$ cat src/include/csi_pkg.sv
// Package of register offsets, field positions, reset value and frame length for the serial port.
package csi_pkg;
  // Register byte addresses (low 16 bits of paddr).
  localparam logic [15:0] OFF_CH0_MODE = 16'hff80;
  localparam logic [15:0] OFF_CH0_CLK  = 16'hff81;
  localparam logic [15:0] OFF_CH0_TXB  = 16'hff84;
  localparam logic [15:0] OFF_CH0_SHR  = 16'hff8c;
  localparam logic [15:0] OFF_CH1_MODE = 16'hff88;
  localparam logic [15:0] OFF_CH1_CLK  = 16'hff89;
  localparam logic [15:0] OFF_CH1_TXB  = 16'hff90;
  localparam logic [15:0] OFF_CH1_SHR  = 16'hff94;
  // Mode register fields.
  localparam int MODE_EN_BIT   = 7;
  localparam int MODE_TXRX_BIT = 6;
  localparam int MODE_SSE_BIT  = 5;
  localparam int MODE_DIR_BIT  = 4;
  localparam int MODE_BUSY_BIT = 0;
  localparam logic [7:0] MODE_WMASK_CH0 = 8'hd0;
  localparam logic [7:0] MODE_WMASK_CH1 = 8'hf0;
  // Clock select register fields.
  localparam int CLK_POL_BIT   = 4;
  localparam int CLK_PHA_BIT   = 3;
  localparam logic [7:0] CLK_WMASK = 8'h1f;
  localparam logic [2:0] CLK_SRC_SLAVE = 3'b111;
  localparam logic [7:0] RESET_BYTE = 8'h00;
  localparam int FRAME_BITS = 8;
endpackage

$ cat src/csi_port.sv
// Two-channel three-wire clocked serial port with an APB register slave.
//
// Our own choice: the APB register port.
module csi_port #(
  parameter int NUM_CH = 2
) (
  input  wire logic              pclk,
  input  wire logic              presetn,
  input  wire logic              clk_en,
  input  wire logic              psel,
  input  wire logic              penable,
  input  wire logic              pwrite,
  input  wire logic [31:0]       paddr,
  input  wire logic [31:0]       pwdata,
  output logic      [31:0]       prdata,
  output logic                   pready,
  output logic                   pslverr,
  input  wire logic [NUM_CH-1:0] serial_clock_line_in,
  output logic      [NUM_CH-1:0] serial_clock_line_out,
  output logic      [NUM_CH-1:0] serial_clock_line_oe,
  input  wire logic [NUM_CH-1:0] serial_in_line,
  output logic      [NUM_CH-1:0] serial_out_line,
  input  wire logic              slave_select_in_n,
  output logic      [NUM_CH-1:0] transfer_done_irq
);
  initial begin
    if (NUM_CH < 1 || NUM_CH > 2) begin
      $error("csi_port supports one or two channels only");
    end
  end

  // APB access strobes; the slave answers with no wait states.
  wire apb_wr = psel && penable && pwrite;
  wire apb_rd = psel && penable && !pwrite;
  assign pready = 1'b1;

  // Slave select shared by channel one, synchronised since it is a pin.
  logic ss_meta_q;
  logic ss_sync_q;
  always_ff @(posedge pclk or negedge presetn) begin
    if (!presetn) begin
      ss_meta_q <= 1'b1;
      ss_sync_q <= 1'b1;
    end else if (clk_en) begin
      ss_meta_q <= slave_select_in_n;
      ss_sync_q <= ss_meta_q;
    end
  end

  logic [7:0]  ch_rdata [NUM_CH];
  logic [NUM_CH-1:0] ch_hit;
  logic [NUM_CH-1:0] ch_busy;

  genvar g;
  generate
    for (g = 0; g < NUM_CH; g++) begin : g_ch
      localparam logic [15:0] A_MODE = (g == 0) ? csi_pkg::OFF_CH0_MODE : csi_pkg::OFF_CH1_MODE;
      localparam logic [15:0] A_CLK  = (g == 0) ? csi_pkg::OFF_CH0_CLK  : csi_pkg::OFF_CH1_CLK;
      localparam logic [15:0] A_TXB  = (g == 0) ? csi_pkg::OFF_CH0_TXB  : csi_pkg::OFF_CH1_TXB;
      localparam logic [15:0] A_SHR  = (g == 0) ? csi_pkg::OFF_CH0_SHR  : csi_pkg::OFF_CH1_SHR;
      localparam logic [7:0]  WMASK  = (g == 0) ? csi_pkg::MODE_WMASK_CH0
                                                : csi_pkg::MODE_WMASK_CH1;

      // Address decode for this channel.
      wire sel_mode = (paddr[15:0] == A_MODE);
      wire sel_clk  = (paddr[15:0] == A_CLK);
      wire sel_txb  = (paddr[15:0] == A_TXB);
      wire sel_shr  = (paddr[15:0] == A_SHR);
      assign ch_hit[g] = sel_mode || sel_clk || sel_txb || sel_shr;

      logic [7:0] mode_q;
      logic [7:0] clk_q;
      logic [7:0] txb_q;
      logic [7:0] shr_q;
      logic       busy_q;
      logic [3:0] bitcnt_q;
      logic [7:0] div_q;
      logic       sck_q;
      logic       so_q;
      logic       done_q;
      logic       sck_meta_q, sck_sync_q, sck_prev_q;
      logic       si_meta_q, si_sync_q;

      wire enable    = mode_q[csi_pkg::MODE_EN_BIT];
      wire txrx      = mode_q[csi_pkg::MODE_TXRX_BIT];
      wire lsb_first = mode_q[csi_pkg::MODE_DIR_BIT];
      wire sse       = (g == 1) && mode_q[csi_pkg::MODE_SSE_BIT];
      wire pol       = clk_q[csi_pkg::CLK_POL_BIT];
      wire pha       = clk_q[csi_pkg::CLK_PHA_BIT];
      wire [2:0] src = clk_q[2:0];
      wire slave     = (src == csi_pkg::CLK_SRC_SLAVE);
      // Inactive select gates off the slave's clock edges and serial output; software can still start it.
      wire ss_block  = slave && sse && ss_sync_q;

      // Start conditions from software accesses.
      wire wr_txb    = apb_wr && sel_txb;
      wire start_tx  = wr_txb && enable && txrx && !busy_q;
      wire start_rx  = apb_rd && sel_shr && enable && !txrx && !busy_q;

      // Master divider: code k divides by 2^(k+1), giving half period 2^k.
      wire [7:0] half_lim = 8'(8'h01 << src) - 8'h01;
      wire m_tick = !slave && busy_q && (div_q == half_lim);
      // Slave edges come from the synchronised external clock.
      wire s_rise = slave && sck_sync_q && !sck_prev_q;
      wire s_fall = slave && !sck_sync_q && sck_prev_q;
      // Line level relative to idle: leading edge leaves idle level.
      wire m_lead  = m_tick && !sck_q;
      wire m_trail = m_tick && sck_q;
      wire s_lead  = pol ? s_fall : s_rise;
      wire s_trail = pol ? s_rise : s_fall;
      wire lead    = (m_lead || s_lead) && busy_q && !ss_block;
      wire trail   = (m_trail || s_trail) && busy_q && !ss_block;
      // Type 1 and 3 sample on the trailing edge, 2 and 4 on the leading one.
      wire sample_ev = pha ? lead : trail;
      // The next bit moves out only on the trailing edge, after the sample, so the
      // first bit set up at start is held through the first leading edge.
      wire shift_ev  = trail;
      wire last_bit  = (bitcnt_q == 4'(csi_pkg::FRAME_BITS - 1));
      wire [7:0] shr_in = lsb_first ? {si_sync_q, shr_q[7:1]}
                                    : {shr_q[6:0], si_sync_q};
      wire next_out = lsb_first ? shr_q[1] : shr_q[6];
      wire first_out = lsb_first ? pwdata[0] : pwdata[7];

      // Serial pin synchronisers, both pins come from outside.
      always_ff @(posedge pclk or negedge presetn) begin
        if (!presetn) begin
          sck_meta_q <= 1'b0;
          sck_sync_q <= 1'b0;
          sck_prev_q <= 1'b0;
          si_meta_q  <= 1'b0;
          si_sync_q  <= 1'b0;
        end else if (clk_en) begin
          sck_meta_q <= serial_clock_line_in[g];
          sck_sync_q <= sck_meta_q;
          sck_prev_q <= sck_sync_q;
          si_meta_q  <= serial_in_line[g];
          si_sync_q  <= si_meta_q;
        end
      end

      // Software-written control registers; busy bit is never stored.
      always_ff @(posedge pclk or negedge presetn) begin
        if (!presetn) begin
          mode_q <= csi_pkg::RESET_BYTE;
          clk_q  <= csi_pkg::RESET_BYTE;
          txb_q  <= csi_pkg::RESET_BYTE;
        end else if (clk_en) begin
          if (apb_wr && sel_mode) mode_q <= pwdata[7:0] & WMASK;
          if (apb_wr && sel_clk)  clk_q  <= pwdata[7:0] & csi_pkg::CLK_WMASK;
          if (wr_txb)             txb_q  <= pwdata[7:0];
        end
      end

      // Transfer engine; a cleared enable holds it in reset.
      always_ff @(posedge pclk or negedge presetn) begin
        if (!presetn) begin
          shr_q    <= csi_pkg::RESET_BYTE;
          busy_q   <= 1'b0;
          bitcnt_q <= 4'h0;
          div_q    <= 8'h00;
          sck_q    <= 1'b0;
          so_q     <= 1'b0;
          done_q   <= 1'b0;
        end else if (clk_en) begin
          done_q <= 1'b0;
          if (!enable) begin
            shr_q    <= csi_pkg::RESET_BYTE;
            busy_q   <= 1'b0;
            bitcnt_q <= 4'h0;
            div_q    <= 8'h00;
            sck_q    <= 1'b0;
            so_q     <= 1'b0;
          end else if (start_tx || start_rx) begin
            busy_q   <= 1'b1;
            bitcnt_q <= 4'h0;
            div_q    <= 8'h00;
            sck_q    <= 1'b0;
            shr_q    <= start_tx ? pwdata[7:0] : shr_q;
            so_q     <= start_tx && first_out;
          end else if (busy_q) begin
            div_q <= m_tick ? 8'h00 : 8'(div_q + 8'h01);
            if (m_tick) sck_q <= !sck_q;
            if (sample_ev) begin
              shr_q <= shr_in;
              if (last_bit && pha) begin
                busy_q <= 1'b0;
                done_q <= 1'b1;
              end
            end
            if (shift_ev) begin
              if (txrx) so_q <= next_out;
              if (!pha) begin
                bitcnt_q <= 4'(bitcnt_q + 4'h1);
                if (last_bit) begin
                  busy_q <= 1'b0;
                  done_q <= 1'b1;
                end
              end
            end
            if (sample_ev && pha) bitcnt_q <= 4'(bitcnt_q + 4'h1);
          end
        end
      end

      // Pins: master drives the clock at polarity; the output follows txrx.
      assign serial_clock_line_out[g] = sck_q ^ pol;
      assign serial_clock_line_oe[g]  = enable && !slave;
      assign serial_out_line[g]       = txrx && !ss_block && so_q;
      assign transfer_done_irq[g]     = done_q;
      assign ch_busy[g]               = busy_q;
      assign ch_rdata[g] = sel_mode ? {mode_q[7:1], busy_q} :
                           sel_clk  ? clk_q :
                           sel_txb  ? txb_q :
                           sel_shr  ? shr_q : 8'h00;
    end
  endgenerate

  // Read data and error answer; unmapped addresses answer with pslverr.
  logic [7:0] rd_mux;
  always_comb begin
    rd_mux = 8'h00;
    for (int i = 0; i < NUM_CH; i++) begin
      if (ch_hit[i]) rd_mux = ch_rdata[i];
    end
  end
  assign prdata  = {24'h00_0000, rd_mux};
  assign pslverr = psel && penable && (ch_hit == '0);

  // Busy flag drops in the same cycle that the done pulse is seen.
  for (g = 0; g < NUM_CH; g++) begin : g_chk
    property p_done_clears_busy;
      @(posedge pclk) disable iff (!presetn)
        transfer_done_irq[g] |-> !ch_busy[g];
    endproperty
    a_done_clears_busy: assert property (p_done_clears_busy)
      else $error("done pulse while still busy");
    property p_done_one_cycle;
      @(posedge pclk) disable iff (!presetn)
        (clk_en && transfer_done_irq[g]) |=> !transfer_done_irq[g];
    endproperty
    a_done_one_cycle: assert property (p_done_one_cycle)
      else $error("done pulse longer than one clock");
    property p_busy_fall_done;
      @(posedge pclk) disable iff (!presetn)
        $fell(ch_busy[g]) && g_ch[g].enable |-> transfer_done_irq[g];
    endproperty
    a_busy_fall_done: assert property (p_busy_fall_done)
      else $error("busy fell without done pulse");
    property p_disable_reset;
      @(posedge pclk) disable iff (!presetn)
        (clk_en && !g_ch[g].enable) |=> (!ch_busy[g] && g_ch[g].shr_q == 8'h00);
    endproperty
    a_disable_reset: assert property (p_disable_reset)
      else $error("disabled channel not cleared");
    property p_rx_out_low;
      @(posedge pclk) disable iff (!presetn)
        !g_ch[g].txrx |-> !serial_out_line[g];
    endproperty
    a_rx_out_low: assert property (p_rx_out_low)
      else $error("output driven in receive mode");
    property p_tx_start;
      @(posedge pclk) disable iff (!presetn)
        (clk_en && g_ch[g].start_tx) |=> (ch_busy[g] && g_ch[g].shr_q == $past(pwdata[7:0]));
    endproperty
    a_tx_start: assert property (p_tx_start)
      else $error("transmit write did not start transfer");
    property p_rx_start;
      @(posedge pclk) disable iff (!presetn)
        (clk_en && g_ch[g].start_rx) |=> ch_busy[g];
    endproperty
    a_rx_start: assert property (p_rx_start)
      else $error("shift register read did not start receive");
    property p_ss_block;
      @(posedge pclk) disable iff (!presetn)
        g_ch[g].ss_block |-> !serial_out_line[g];
    endproperty
    a_ss_block: assert property (p_ss_block)
      else $error("output driven while deselected");
  end
endmodule

$ cat config.mk
export PLATFORM = sky130hd
export DESIGN_NAME = csi_port
export DESIGN_NICKNAME = d
export VERILOG_FILES = /design/src/include/csi_pkg.sv /design/src/csi_port.sv
export SDC_FILE = /design/constraint.sdc
export NUM_CORES = 1
export LEC_CHECK = 0
export BUFFER_PORTS_ARGS = -buffer_cell sky130_fd_sc_hd__buf_2
export CORE_UTILIZATION = 34
export DETAILED_ROUTE_END_ITERATION = 12
export PLACE_DENSITY_LB_ADDON = 0.12
export SLEW_MARGIN = 25
export SYNTH_ARGS = -nofsm -noshare
export SYNTH_HDL_FRONTEND = slang
export SYNTH_SLANG_ARGS = --single-unit
$ cat constraint.sdc
create_clock -name pclk -period 3.5 [get_ports pclk]
set_input_delay 0.35 -clock pclk [delete_from_list [all_inputs] [get_ports pclk]]
set_output_delay 0.35 -clock pclk [all_outputs]
set_load 0.1 [all_outputs]
==> results of run 1 <==
[cells by family (layout without fill, tap and decap cells)]
family / after synthesis / in the layout / synth area share, %
flops: 93 / 93 / 39.2
fa+ha+maj: 5 / 5 / 1.05
buf+inv: 64 / 91 / 6.06
compound gates: 147 / 147 / 18.3
mux: 72 / 72 / 13.3
xor+xnor: 16 / 16 / 2.36
simple gates: 216 / 216 / 19.7
other cells: 2 / 27 / 0.126
[how the worst max path moves through the flow]
stage	slack, ns	start	endpoint	depth (start not counted)
after floorplan	0.03	paddr[9]	pslverr	3
after global placement	0.34	g_ch[1].clk_q[1]$_DFFE_PN0P_	g_ch[1].bitcnt_q[2]$_DFFE_PN0P_	8
after detailed placement	0.27	g_ch[1].clk_q[1]$_DFFE_PN0P_	g_ch[1].shr_q[4]$_DFFE_PN0P_	10
after CTS	0.24	g_ch[1].clk_q[1]$_DFFE_PN0P_	g_ch[1].shr_q[4]$_DFFE_PN0P_	10
after global routing	0.02	g_ch[1].clk_q[2]$_DFFE_PN0P_	g_ch[1].shr_q[4]$_DFFE_PN0P_	10
final	0.25	g_ch[1].clk_q[1]$_DFFE_PN0P_	g_ch[1].shr_q[4]$_DFFE_PN0P_	10
[layer usage]
layer	GRT usage (%)	wire (um)	vias to the layer above
met5	0	0	-
met4	8.49	376	0
met3	2.27	787	19
met2	27.6	7170	156
met1	28.1	8180	2425
li1	-	-	2343
[flip-flops by register name (all words and copies together), names as in the netlist, 7 cells and up]
| signal | cells |
|---|---|
| g_ch.clk_q | 10 |
| g_ch.txb_q | 16 |
| g_ch.div_q | 16 |
| g_ch.shr_q | 16 |
| g_ch.mode_q | 7 |
| g_ch.bitcnt_q | 8 |
[power breakdown]
| part | internal (mW) | total, mW | switching, mW | leakage, nW |
|---|---|---|---|---|
| Combinational | 0.209 | 0.633 | 0.424 | 1.63 |
| Clock | 0.589 | 1.02 | 0.430 | 0.141 |
| Sequential | 1.16 | 1.26 | 0.0950 | 1.23 |
| Total | 1.96 | 2.91 | 0.949 | 3.00 |
[layout make-up]
type / count / area (um2) / area share (%)
repair buffers: 66 / 370 / 5.56
well taps: 220 / 275 / 4.13
flip-flops and latches: 93 / 2330 / 35.0
clock inverters: 3 / 45.0 / 0.676
multi-input cells: 481 / 3340 / 50.2
diodes: 2 / 5.00 / 0.0751
clock buffers: 12 / 256 / 3.85
inverters: 10 / 37.5 / 0.563
[synthesized netlist by cell type, types with 7 or more instances]
library cell	n
o211ai_1	15
o2bb2ai_1	10
nor3_1	7
nand2b_1	10
mux2_2	54
and3_1	11
buf_4	28
inv_1	10
nor2b_1	10
xnor2_1	7
mux2i_1	18
o21ai_0	35
a21oi_1	19
o31ai_1	7
dfrtp_1	91
xor2_1	9
a222oi_1	8
nand2_1	63
nor2_1	45
nand3_1	15
nand4_1	8
clkbuf_1	15
[critical path: stages, from the launching register on]
cell	delay [ns]
dfrtp_1	0.45
buf_4	0.20
nor2_1	0.14
nand2_1	0.07
ha_1	0.27
xnor2_1	0.27
a2111oi_0	0.16
or4b_4	0.60
o31ai_4	0.49
o211ai_2	0.29
o2bb2ai_1	0.21
[per-stage QoR]
step                power [mW]  cell area (um2)  setup slack [ns]  hold WS (ns)
floorplan                 1.76             6030            0.0265        0.0544
global placement          1.90             6350             0.340         0.441
detailed placement        1.91             6350             0.265         0.447
CTS                       2.94             6660             0.242        0.0653
global route              3.04             6660            0.0225        0.0914
finish                    2.91             6660             0.247        0.0239
==> reports/qor.yml, run 1 <==
cts.sinks: 93
synthDistinctLibCells: 81
min_path_type: "input pin to async pin"
ant_nets: 0
slew_violations: 0
htree_levels: 3
cts_made_buffers: 9
synth-edff-count: 0
required_ns: 3.78
syn_inst: 615
synth-seq-cells: 93
reg2reg_slack_ns: 0.25
grt_pass1_wl_mm: 25.9
fmax_ghz: 0.307
crit_type: "flop to flop"
end_kind: "flop"
worstPathMaxFanout: 9
drcViolationCount: 0
rsz0062_at_grt: "no"
tns_ns: 0
final_core_util_pct: 39.6
dp_cells: 870
finalClockSkew_ns: 0.00562
critPathArrivalTime_ns: 3.53
final_net_count: 741
initial_core_util_pct: 35.4
setup_viol: 0
syn_area_um2: 5950
cts_hold_buf: 0
ys.warnings.count: 0
wirelength_mm: 16.5
reg2reg_depth: 10
area_growth_pct: 12.0
wire_per_inst_um: 18.6
cts_root_buf: "clkbuf_16"
ys_async_sr_fraction_pct: 100
viasPerCell: 5.57
p_per_area_nw_per_um2: 437
dr_total_vias: 4943
status: "finished, final reports clean"
overflow: 0
avgSynthCellArea_um2: 9.67
die_h_um: 134
place_hpwl_mm: 12.2
final_common_cell: "dfrtp_1"
final_cell_mix: "dfrtp_1 (91), nand2_1 (63), mux2_2 (54), buf_2 (50), nor2_1 (45)"
synth_top_cell_by_area: "dfrtp_1"
worstReg2RegEnd: "g_ch[1].shr_q[4]$_DFFE_PN0P_"
clock_path_buffers: 2
layout-drive-gt1-share_pct: 24.2
finalCritPeriodShare_pct: 92.9
drv_cap: 0
cts_setup_buffers: 0
first_iter_violations: 318
synthTopCellsByArea: "dfrtp_1 (38%), mux2_2 (10%), nand2_1 (4.0%), buf_4 (3.5%), mux2i_1 (3.0%)"
grt_max_degree: 53
worst_slew_pin_slew_ns: 0.820
nFillCells: 1679
place.gp.congestion: 0.824
cts_resized: 0
power_leakage_nw: 3.00
slew_headroom_pct: 45.1
grt_pass1_vias: 4548
die_area_um2: 18000
antenna_found_initial: 2
coreArea_um2: 16800
track_usage_pct: 19.0
ir_drop_mv: 0.236
path_clk_slew_ns: 0.07
instances_no_fill: 887
clkLatencyLatePin_ns: 0.36
reg2reg_from: "g_ch[1].clk_q[1]$_DFFE_PN0P_"
hold_violations: 0
pin_count: 117
synth_ff_type: "dfrtp_1"
die_w_um: 134
io_buffers: 51
dr.pass1.iters: 5
post-route-min-period_ns: 3.25
start_kind: "flop"
cts_tree: "done"
synth_top_cell_area_share_pct: 38.3
yosysSeqAreaShare_pct: 39.2
row_count: 47
Power figures use the tool's default switching activity.
==> inputs of run 2 (changes only) <==
- CORE_UTILIZATION: 34 -> 35
==> run 2 against run 1 <==
Via count is 1.1% higher. Global-route usage is 0.63 points higher. Register-to-register slack better by 0.07 ns. Clock power hardly changed.
==> reports/qor.yml, run 2 (same netlist as run 1, synthesis figures left out) <==
nFillCells: 1692  # +0.77%
crit_type: "flop to flop"
rsz0062_at_grt: "no"
viasPerCell: 5.66  # +1.5%
area_growth_pct: 11.8
final_net_count: 740  # -0.13%
cts_root_buf: "clkbuf_16"
dr.pass1.iters: 5  # unchanged
post-route-min-period_ns: 3.18  # -0.0703 ns
slew_headroom_pct: 45.8  # +0.64 points
pin_count: 117  # unchanged
drv_cap: 0  # unchanged
grt_pass1_vias: 4725  # +3.9%
reg2reg_depth: 8  # -2
reg.largest.list: "g_ch.div_q (16), g_ch.shr_q (16), g_ch.txb_q (16)"
setup_ws_ns: 0.318  # +0.0703 ns
final_common_cell: "dfrtp_1"
die_w_um: 132  # -1.4%
instances_no_fill: 883  # -0.45%
place.gp.congestion: 0.795  # -3.6%
post-place-ws_ns: 0.342  # +0.0765 ns
whs_ns: 0.0939  # +0.0700 ns
fmax_ghz: 0.314  # +2.2%
required_ns: 3.77  # about the same
power_leakage_nw: 3.00  # about the same
grt_pass1_wl_mm: 26.5  # +2.3%
clkLatencyLatePin_ns: 0.35  # about the same
cts_hold_buf: 0  # unchanged
seq_area_um2: 2330  # unchanged
place_hpwl_mm: 12.2  # about the same
dpl_cell_area_um2: 6350  # -0.12%
worst_slew_pin_slew_ns: 0.814  # -0.00596 ns
io_buffers: 51  # unchanged
status: "finished, final reports clean"
drcViolationCount: 0  # unchanged
final_core_util_pct: 40.1  # +0.47 points
layout-drive-gt1-share_pct: 24.1  # -0.078 points
tns_ns: 0  # unchanged
final_area_um2: 6650  # -0.23%
finalClockSkew_ns: 0.00832  # +0.00270 ns
end_kind: "flop"
dp_cells: 869  # -0.11%
track_usage_pct: 19.7  # +0.63 points
worstReg2RegEnd: "g_ch[1].shr_q[3]$_DFFE_PN0P_"
path_clk_slew_ns: 0.06  # about the same
die_h_um: 132  # -1.4%
ant_nets: 0  # unchanged
finalCritPeriodShare_pct: 90.9  # -2.0 points
hold_violations: 0  # unchanged
initial_core_util_pct: 35.9  # +0.50 points
p_total_mw: 2.90  # -0.35%
p_per_area_nw_per_um2: 436  # -0.13%
dr_total_vias: 4996  # +1.1%
coreArea_um2: 16600  # -1.4%
die_area_um2: 17500  # -2.8%
overflow: 0  # unchanged
min_path_type: "input pin to async pin"
cts_tree: "done"
worstPathMaxFanout: 9  # unchanged
cts.sinks: 93  # unchanged
htree_levels: 3  # unchanged
diodes: 0  # -2
row_count: 47  # unchanged
slew_violations: 0  # unchanged
ir_drop_mv: 0.205  # -13%
start_kind: "flop"
clock_path_buffers: 2  # unchanged
reg2reg_slack_ns: 0.32  # +0.07 ns
grt_max_degree: 61  # +15%
setup_viol: 0  # unchanged
cts_setup_buffers: 0  # unchanged
first_iter_violations: 385  # +21%
reg2reg_from: "g_ch[1].clk_q[1]$_DFFE_PN0P_"
wirelength_mm: 16.7  # +0.93%
wire_per_inst_um: 18.9  # +1.4%
cts_made_buffers: 9  # unchanged
final_cell_mix: "dfrtp_1 (91), nand2_1 (63), mux2_2 (54), buf_2 (50), nor2_1 (45)"
cts_resized: 0  # unchanged
multi_input_area_um2: 3340  # unchanged
critPathArrivalTime_ns: 3.45  # -0.08 ns
antenna_found_initial: 0  # -2
## run 2: changes by cell type in the layout (fill, tap and decap cells not counted), sizes merged
cell      delta
buf          -1
diode        -2
clkinvlp     -1
clkinv       +1
clkbuf       -1
## run 2: report_power, final
part	switching (mW)	internal (mW)
registers	0.0965	1.16
clock network	0.425	0.586
logic	0.422	0.208
total	0.943	1.96
## run 2: worst max path at each step
stage | from | slack [ns] | end
6_report | g_ch[1].clk_q[1]$_DFFE_PN0P_ | 0.32 | g_ch[1].shr_q[3]$_DFFE_PN0P_
2_1_floorplan | paddr[9] | 0.03 | pslverr
5_1_grt | g_ch[1].clk_q[1]$_DFFE_PN0P_ | 0.1 | g_ch[1].shr_q[2]$_DFFE_PN0P_
3_5_place_dp | g_ch[1].clk_q[1]$_DFFE_PN0P_ | 0.34 | g_ch[1].shr_q[3]$_DFFE_PN0P_
4_1_cts | g_ch[1].clk_q[1]$_DFFE_PN0P_ | 0.32 | g_ch[1].shr_q[3]$_DFFE_PN0P_
3_3_place_gp | g_ch[1].clk_q[1]$_DFFE_PN0P_ | 0.40 | g_ch[1].shr_q[5]$_DFFE_PN0P_
## run 2: layer usage
layer  up-vias  GRT usage, %  wire length, um
li1       2333             -                -
met2       174          29.4             7190
met5         -             0                0
met4         0          6.96              265
met1      2473          28.9             8400
met3        16          2.65              812
## run 2: area by class of cell
class / instances / area share (%)
clock buffer: 11 / 3.80
multi-input combinational: 481 / 50.3
sequential: 93 / 35.1
clock inverter: 3 / 0.697
inverter: 10 / 0.565
tap: 220 / 4.14
timing repair buffer: 65 / 5.46
## run 2: critical path, cell delays in order (launching register included)
cell and delay, ns:
dfrtp_1 0.45, or3_1 0.38, ha_1 0.30, xnor2_1 0.25
a2111oi_0 0.14, or4b_4 0.59, o31ai_4 0.47, o211ai_2 0.30
o2bb2ai_1 0.23
